`config.mk`:
```
export PLATFORM = sky130hd
export DESIGN_NAME = fbs_top
export DESIGN_NICKNAME = d
export VERILOG_FILES = /design/src/rtl/fbs_pkg.sv /design/src/rtl/fbs_top.sv /design/src/rtl/fbs_fault_hist.sv
export SDC_FILE = /design/constraint.sdc
export NUM_CORES = 1
export LEC_CHECK = 0
export BUFFER_PORTS_ARGS = -buffer_cell sky130_fd_sc_hd__clkbuf_2
export CORE_AREA = 2 2 105 107
export CTS_CLUSTER_SIZE = 12
export DETAILED_ROUTE_END_ITERATION = 8
export DIE_AREA = 0 0 107 109
export PLACE_DENSITY = 0.9
export RECOVER_POWER = 100
export SYNTH_ARGS = -nofsm -noshare
export SYNTH_HDL_FRONTEND = slang
export SYNTH_SLANG_ARGS = --single-unit
```
`constraint.sdc`:
```
create_clock -name clk -period 4.5 [get_ports clk]
set_clock_uncertainty 0.05 [all_clocks]
set_input_delay 0.225 -clock clk [delete_from_list [all_inputs] [get_ports clk]]
set_output_delay 0.225 -clock clk [all_outputs]
set_load 0.02 [all_outputs]
```
`src/rtl/fbs_pkg.sv`:
```
// fbs_pkg: constants and types shared by the fieldbus slave handshake block
// assumes a 100 MHz system clock and 16-bit remote register words
package fbs_pkg;

    // system clock and millisecond tick
    localparam int unsigned CLK_MHZ = 100;
    localparam int unsigned CLK_PERIOD_NS = 1000 / CLK_MHZ;
    localparam int unsigned MS_NS = 1000000;
    localparam int unsigned MS_CYCLES_DEF = MS_NS / CLK_PERIOD_NS;

    // instruction codes and key values
    localparam logic [15:0] CODE_FAULT_READ = 16'h0074;
    localparam logic [15:0] CODE_LINK_RESET = 16'h00FD;
    localparam logic [15:0] RESET_KEY = 16'h9696;
    localparam logic [15:0] COMM_RESET_ANY_MODE = 16'h0000;

    // reply codes: zero is a normal completion
    localparam logic [15:0] REPLY_OK = 16'h0000;
    localparam logic [15:0] REPLY_BAD_CODE = 16'h0001;
    localparam logic [15:0] REPLY_BAD_DATA = 16'h0003;

    // lamp timing in milliseconds
    localparam logic [15:0] LAMP_TIMEOUT_MS = 16'h0064;
    localparam logic [7:0] BLINK_HALF_MS = 8'hFA;

    // values after reset
    localparam logic [15:0] HIST_RESET = 16'h0000;
    localparam logic [7:0] FAULT_CODE_RESET = 8'h00;

    typedef enum logic [0:0] {
        FBS_IDLE,
        FBS_DONE
    } fbs_state_t;

endpackage

```
`src/rtl/fbs_top.sv`:
```
// fbs_top: fieldbus slave instruction handshake, resets, comm-loss trip
// and link status lamps; remote words arrive already refreshed on clk
// What this block does
// - Code 74h returns the two latest fault records in the read data word.
// - On finishing, present read data and reply code, raise completion.
// - Error reset request acts only while a drive fault is present.
// - Reset select zero: link reset accepted in any operation mode.
// - In network mode, code FDh with key 9696h resets the drive.
// - Under fieldbus control, run commands come only from the master.
// - In network mode, trip on comm loss when exchange stops longer than the wait time.
// - Master reset or power-off stops exchange and trips comm loss too.
// - Link-run lamp on at good refresh, off after a silent period.
// - Link-error lamp on at local error, flashing on setting change.
// - New station or baud setting takes effect only after a reset.
// - Run lamp lit normally, flashing when master is old version.
// - Transmit lamp off whenever nothing is transmitted.
// - Receive lamp on while a receive carrier is detected.
// - Reply code zero means normal completion, nonzero means error.
`timescale 1ns/1ps
`default_nettype none
module fbs_top #(
    parameter int unsigned MS_CYCLES = fbs_pkg::MS_CYCLES_DEF
) (
    input wire logic clk,
    input wire logic rstn,
    input wire logic instr_exec_request,
    input wire logic [15:0] instr_code_word,
    input wire logic [15:0] write_data_word,
    input wire logic error_reset_request,
    input wire logic drive_fault,
    input wire logic fault_event,
    input wire logic [7:0] fault_code,
    input wire logic net_mode,
    input wire logic [15:0] comm_reset_select,
    input wire logic [15:0] comm_error_wait_time,
    input wire logic link_exchange,
    input wire logic refresh_ok,
    input wire logic local_comm_error,
    input wire logic [7:0] station_number_setting,
    input wire logic [2:0] baud_rate_setting,
    input wire logic master_ver1,
    input wire logic tx_active,
    input wire logic rx_carrier,
    input wire logic [1:0] link_run_cmd,
    input wire logic [1:0] panel_run_cmd,
    output logic instr_exec_done,
    output logic [15:0] reply_code_word,
    output logic [15:0] read_data_word,
    output logic drive_reset,
    output logic [1:0] run_cmd,
    output logic comm_loss_fault,
    output logic [7:0] active_station,
    output logic [2:0] active_baud,
    output logic link_run_lamp,
    output logic link_error_lamp,
    output logic run_lamp,
    output logic transmit_lamp,
    output logic receive_lamp
);

    typedef struct packed {
        fbs_pkg::fbs_state_t st;
        logic done;
        logic [15:0] reply;
        logic [15:0] rdata;
        logic drv_reset;
        logic [1:0] run_cmd;
        logic fault;
        logic [16:0] div;
        logic ms;
        logic [15:0] silent_ms;
        logic [15:0] lamp_ms;
        logic [7:0] blink_ms;
        logic blink;
        logic lrun;
        logic lerr;
        logic run_l;
        logic sd;
        logic rd;
        logic [2:0] rx_sync;
        logic err_rst_d;
        logic [7:0] station;
        logic [2:0] baud;
        logic loaded;
    } fbs_regs_t;

    fbs_regs_t r;
    fbs_regs_t next_r;
    logic [15:0] hist;
    logic start;
    logic link_reset_ok;
    logic err_rst_rise;
    logic pending;

    // fault records live in their own small store
    fbs_fault_hist u_hist (
        .clk(clk),
        .rstn(rstn),
        .fault_push(fault_event),
        .fault_code(fault_code),
        .hist(hist)
    );

    // a new instruction starts only with request high and completion low
    assign start = (r.st == fbs_pkg::FBS_IDLE) && instr_exec_request
        && !r.done;
    assign link_reset_ok = net_mode
        || (comm_reset_select == fbs_pkg::COMM_RESET_ANY_MODE);
    assign err_rst_rise = error_reset_request && !r.err_rst_d;
    // the running setting differs from what the switches now hold
    assign pending = r.loaded && ((station_number_setting != r.station)
        || (baud_rate_setting != r.baud));

    always_comb begin
        next_r = r;
        next_r.drv_reset = 1'b0;
        next_r.ms = 1'b0;
        next_r.err_rst_d = error_reset_request;

        // instruction handshake
        unique case (r.st)
            fbs_pkg::FBS_IDLE: begin
                if (start) begin
                    next_r.st = fbs_pkg::FBS_DONE;
                    next_r.done = 1'b1;
                    next_r.rdata = 16'h0000;
                    if (instr_code_word == fbs_pkg::CODE_FAULT_READ) begin
                        next_r.rdata = hist;
                        next_r.reply = fbs_pkg::REPLY_OK;
                    end else if (instr_code_word
                        == fbs_pkg::CODE_LINK_RESET) begin
                        // wrong key or disallowed mode answers an error
                        if (write_data_word == fbs_pkg::RESET_KEY
                            && link_reset_ok) begin
                            next_r.drv_reset = 1'b1;
                            next_r.reply = fbs_pkg::REPLY_OK;
                        end else begin
                            next_r.reply = fbs_pkg::REPLY_BAD_DATA;
                        end
                    end else begin
                        next_r.reply = fbs_pkg::REPLY_BAD_CODE;
                    end
                end
            end
            fbs_pkg::FBS_DONE: begin
                // completion holds until the master lets go of request
                if (!instr_exec_request) begin
                    next_r.done = 1'b0;
                    next_r.st = fbs_pkg::FBS_IDLE;
                end
            end
        endcase

        // dedicated error reset is honoured only while faulted
        if (err_rst_rise && drive_fault) begin
            next_r.drv_reset = 1'b1;
        end

        // panel commands are ignored under fieldbus control
        next_r.run_cmd = net_mode ? link_run_cmd : panel_run_cmd;

        // millisecond tick from the system clock
        if (r.div == 17'(MS_CYCLES - 1)) begin
            next_r.div = 17'h00000;
            next_r.ms = 1'b1;
        end else begin
            next_r.div = r.div + 17'h00001;
        end

        // silence timer: in network mode, exchange stopping for any cause trips the drive
        if (!net_mode || link_exchange) begin
            next_r.silent_ms = 16'h0000;
        end else if (r.ms && r.silent_ms != 16'hFFFF) begin
            next_r.silent_ms = r.silent_ms + 16'h0001;
        end
        // a trip in the same cycle as a reset wins, so no trip is lost
        if (net_mode && r.silent_ms > comm_error_wait_time) begin
            next_r.fault = 1'b1;
        end else if (r.drv_reset) begin
            next_r.fault = 1'b0;
        end

        // link-run lamp follows good refreshes with a dropout time
        if (refresh_ok) begin
            next_r.lamp_ms = 16'h0000;
            next_r.lrun = 1'b1;
        end else begin
            if (r.ms && r.lamp_ms != fbs_pkg::LAMP_TIMEOUT_MS) begin
                next_r.lamp_ms = r.lamp_ms + 16'h0001;
            end
            if (r.lamp_ms == fbs_pkg::LAMP_TIMEOUT_MS) begin
                next_r.lrun = 1'b0;
            end
        end

        // shared flash rate for the lamps
        if (r.ms) begin
            if (r.blink_ms == fbs_pkg::BLINK_HALF_MS - 8'h01) begin
                next_r.blink_ms = 8'h00;
                next_r.blink = !r.blink;
            end else begin
                next_r.blink_ms = r.blink_ms + 8'h01;
            end
        end

        // settings are caught after release of reset and at each reset
        if (!r.loaded || r.drv_reset) begin
            next_r.station = station_number_setting;
            next_r.baud = baud_rate_setting;
            next_r.loaded = 1'b1;
        end

        // status lamps
        next_r.lerr = pending ? r.blink : local_comm_error;
        next_r.run_l = master_ver1 ? r.blink : 1'b1;
        next_r.sd = tx_active;
        // carrier pin is asynchronous, so three stages before use
        next_r.rx_sync = {r.rx_sync[1:0], rx_carrier};
        if (r.rx_sync[1] == r.rx_sync[2]) begin
            next_r.rd = r.rx_sync[2];
        end
    end

    always_ff @(posedge clk) begin
        if (!rstn) begin
            r <= '0;
        end else begin
            r <= next_r;
        end
    end

    assign instr_exec_done = r.done;
    assign reply_code_word = r.reply;
    assign read_data_word = r.rdata;
    assign drive_reset = r.drv_reset;
    assign run_cmd = r.run_cmd;
    assign comm_loss_fault = r.fault;
    assign active_station = r.station;
    assign active_baud = r.baud;
    assign link_run_lamp = r.lrun;
    assign link_error_lamp = r.lerr;
    assign run_lamp = r.run_l;
    assign transmit_lamp = r.sd;
    assign receive_lamp = r.rd;
endmodule
`default_nettype wire

```
`src/rtl/fbs_fault_hist.sv`:
```
// fbs_fault_hist: remembers the two most recent drive fault codes
// assumes fault_push is a one-cycle pulse on the same clock
`timescale 1ns/1ps
`default_nettype none
module fbs_fault_hist (
    input wire logic clk,
    input wire logic rstn,
    input wire logic fault_push,
    input wire logic [7:0] fault_code,
    output logic [15:0] hist
);

    typedef struct packed {
        logic [7:0] newest;
        logic [7:0] prior;
    } fbs_hist_t;

    fbs_hist_t r;
    fbs_hist_t next_r;

    // shift the newest record down when a new fault arrives
    always_comb begin
        next_r = r;
        if (fault_push) begin
            next_r.prior = r.newest;
            next_r.newest = fault_code;
        end
    end

    always_ff @(posedge clk) begin
        if (!rstn) begin
            r <= fbs_pkg::HIST_RESET;
        end else begin
            r <= next_r;
        end
    end

    // newest record in the low byte, older one above it
    assign hist = {r.prior, r.newest};

endmodule
`default_nettype wire

```
==> impl_metrics.toml <==
[status]
violations = "max-capacitance violations, max-slew violations"
status = "complete, but fails checks"

[synthesis]
yosysTopAreaCell = "dfxtp_1"
syn_area_per_cell_um2 = 8.70
yosys.area.top_type_share_pct = 40.7
async_flop_share_pct = 0
synth_edf_count = 0
synth-warning-count = 0
ys_seq_elements = 120
synthCells = 678
yosysSeqAreaShare_pct = 40.7
syn_area_um2 = 5900
synthFlopType = "dfxtp_1"
synth_area_leaders = "dfxtp_1, mux2i_1, buf_4"
synth_cell_type_count = 59

[finish]
areaGrowthSynthToFinish_pct = 22.7
antenna_cells = 0
fin_cells = 966
nets = 935
drive_gt1_share_pct = 16.5
nFillCells = 795

[cts]
cts_tree = "built"
cts_made_buffers = 17
post-cts-setup-buffers = 0
clk_path_buf_depth = 2
clkTransAtPathRegs_ns = 0.06
root_buffer = "clkbuf_8"
numClockSinks = 120
ctsHtreeMaxLevel = 4
worstSkewPairLatency_ns = 0.51

[sta]
tightest_slew_ns = 2.45
period_needed_ns = 2.88
tns_ns = 0
max_slew_margin_pct = -63.3
hold_violations = 0
drv_slew = 55
rsz0062_at_grt = "no"
period_share_pct = 63.9
max_freq_ghz = 0.348
setup-violations-final = 0

[setup_path]
worstRegToRegCells = 6
endpoint_kind = "flip-flop"
reg2reg_setup_slack_ns = 1.72
cp_num_buf_inv = 4
path_delay_family = "buffers and inverters"
reg2reg_to = "reply_code_word[0]$_SDFFE_PN0P_"
required_ns = 4.88
r2r_start = "instr_exec_done$_SDFFE_PN0P_"
cp_num_cells = 8
path_class = "in2reg"
arrival_ns = 3.26
start_kind = "input pin"
crit_chain = "dlygate4sd3_1, clkbuf_1, nor3b_1, clkbuf_1, and2_0, o41ai_1, dlygate4sd3_1, o22ai_1"
crit_path_max_incr_delay_ns = 1.03
crit_fanout = 20
cp_slowest_cell = "clkbuf_1"

[floorplanning]
die_area_um2 = 11700
start_util_pct = 55.6
core_um2 = 10600
die_y_um = 109
fp.dieW_um = 107
rows = 38
io_pins = 153

[route]
vias = 5458
antenna_left = 0
drt-initial-drc-count = 390
routed_wl_um = 15100
wire_per_inst_um = 15.6
drc = 0
dr.pass1.iters = 4
vias_per_cell = 5.65

[hold_path]
hold_start = "instr_code_word[3]"
min_to = "reply_code_word[0]$_SDFFE_PN0P_"
hold_path_class = "in2reg"
whs_path_depth = 4

[global_route]
grt_max_degree = 55
antenna_found_initial = 0
grt_pass1_wl_um = 24500
grt_pass1_vias = 5467
grt_overflow_total = 0
grt_usage_pct = 26.4

[place]
dp_hpwl_um = 9770
port_buffers = 138
place.gp.congestion = 0.840
dpl.cell_count = 900

[pwr]
p_sw_mw = 0.671
comb_power_share_pct = 8.5
power_density_nw_per_um2 = 367
vdd_drop_max_mv = 0.210
sw_frac_of_total_pct = 25.2
p_leak_nw = 2.83
pwr-share-clk_pct = 49.8
seqPwrFrac_pct = 41.7
p_int_mw = 1.99

[flow_run]
cap_viol_max_count = 1
## Yosys cell counts, types with 3 or more instances
library cell and count:
nand2_1 52, buf_1 5, o41ai_1 3, mux2i_1 35, ha_1 22, o211ai_1 3, nor4_1 16, clkbuf_1 18
o31ai_1 8, a41oi_1 3, nor4bb_1 5, or3_1 21, and4_1 4, nand4_1 24, inv_1 31, o21ai_0 22
and4b_1 3, nor2_1 50, xnor2_1 19, dfxtp_1 120, nor2b_1 3, buf_4 45, xor2_1 9, or4_1 9
nand3_1 23, and2_1 8, a21oi_1 52, or2_2 3, nor3_1 24
## cell families (layout without fill, tap and decap cells)
| family | Yosys count | after routing | synth area share [%] |
|---|---|---|---|
| flops | 120 | 120 | 40.7 |
| other cells | 1 | 14 | 0.0636 |
| buf+inv | 102 | 237 | 9.42 |
| compound gates | 112 | 112 | 11.6 |
| xor+xnor | 28 | 28 | 4.16 |
| simple gates | 258 | 258 | 23.5 |
| fa+ha+maj | 22 | 22 | 4.67 |
| mux | 35 | 35 | 5.94 |
## area by class of cell
cell class	instances	area, um^2	share of cell area, %
multi-input cells	469	2970	41.1
clock buffers	17	414	5.72
repair buffers	174	987	13.6
clock inverters	15	165	2.28
well taps	140	175	2.42
inverters	31	116	1.61
flip-flops and latches	120	2400	33.2
## stage by stage
stage               util, %  setup slack (ns)  instance area (um^2)  hold slack [ns]  power, mW
global route           68.2              1.40                  7230           0.0705       2.74
floorplan                 -              2.68                  5950            0.271       1.27
global placement       60.3              2.34                  6390            0.360       1.32
detailed placement     60.3              2.15                  6390            0.374       1.33
finish                 68.2              1.62                  7230           0.0528       2.66
CTS                    69.0              2.06                  7310           0.0375       2.67
## flip-flops by register name (all words and copies together) (netlist names), 2 cells and up
signal	cells
r	63
reply_code_word	2
read_data_word	16
u_hist.hist	16
next_r	2
active_station	8
run_cmd	2
active_baud	3
## per-layer routing
layer | global-route usage [%] | routed length (um)
met3 | 6.69 | 946
met2 | 47.3 | 7580
met1 | 28.4 | 5960
met5 | 0 | 0
met4 | 14.7 | 597
## how the worst max path moves through the flow
stage | startpoint | end
floorplan | r[50]$_SDFFE_PP0P_ | r[61]$_SDFFE_PP0P_
global placement | r[58]$_SDFFE_PP0P_ | r[51]$_SDFFE_PP0P_
detailed placement | r[58]$_SDFFE_PP0P_ | r[51]$_SDFFE_PP0P_
CTS | r[58]$_SDFFE_PP0P_ | r[51]$_SDFFE_PP0P_
global route | rstn | link_error_lamp$_SDFF_PN0_
finish | instr_exec_request | reply_code_word[0]$_SDFFE_PN0P_
## what timing repair did
item | in CTS | in global routing
gates resized for setup | 0 | 0
endpoints found under the hold margin | 33 | 0
hold buffers | 34 | 0
## layout by cell type, fill, tap and decap left out, types with 8 or more instances in the layout
master	n
dfxtp_1	120
clkbuf_2	97
nand2_1	52
a21oi_1	52
nor2_1	50
clkbuf_1	43
mux2i_1	35
dlygate4sd3_1	34
inv_1	30
nand4_1	25
nor3_1	24
nand3_1	23
o21ai_0	23
ha_1	22
or3_1	21
xnor2_1	19
nor4_1	16
clkbuf_16	16
conb_1	14
xor2_1	9
or4_1	9
o31ai_1	8
## worst register-to-register path: cells and delay by family (launching register included)
kind	cells	cell delay [ns]
flip-flops	1	0.34
buffers and inverters	2	1.59
AO/OA/AOI/OAI	2	0.21
AND/OR/NAND/NOR	2	0.52
## power groups by stage
stage | Combinational (mW) | Clock [mW] | Sequential, mW
floorplan | 0.140 | 0 | 1.13
global placement | 0.195 | 0 | 1.13
detailed placement | 0.200 | 0 | 1.13
CTS | 0.226 | 1.34 | 1.11
global route | 0.246 | 1.38 | 1.11
finish | 0.226 | 1.32 | 1.11
Power figures use the tool's default switching activity.
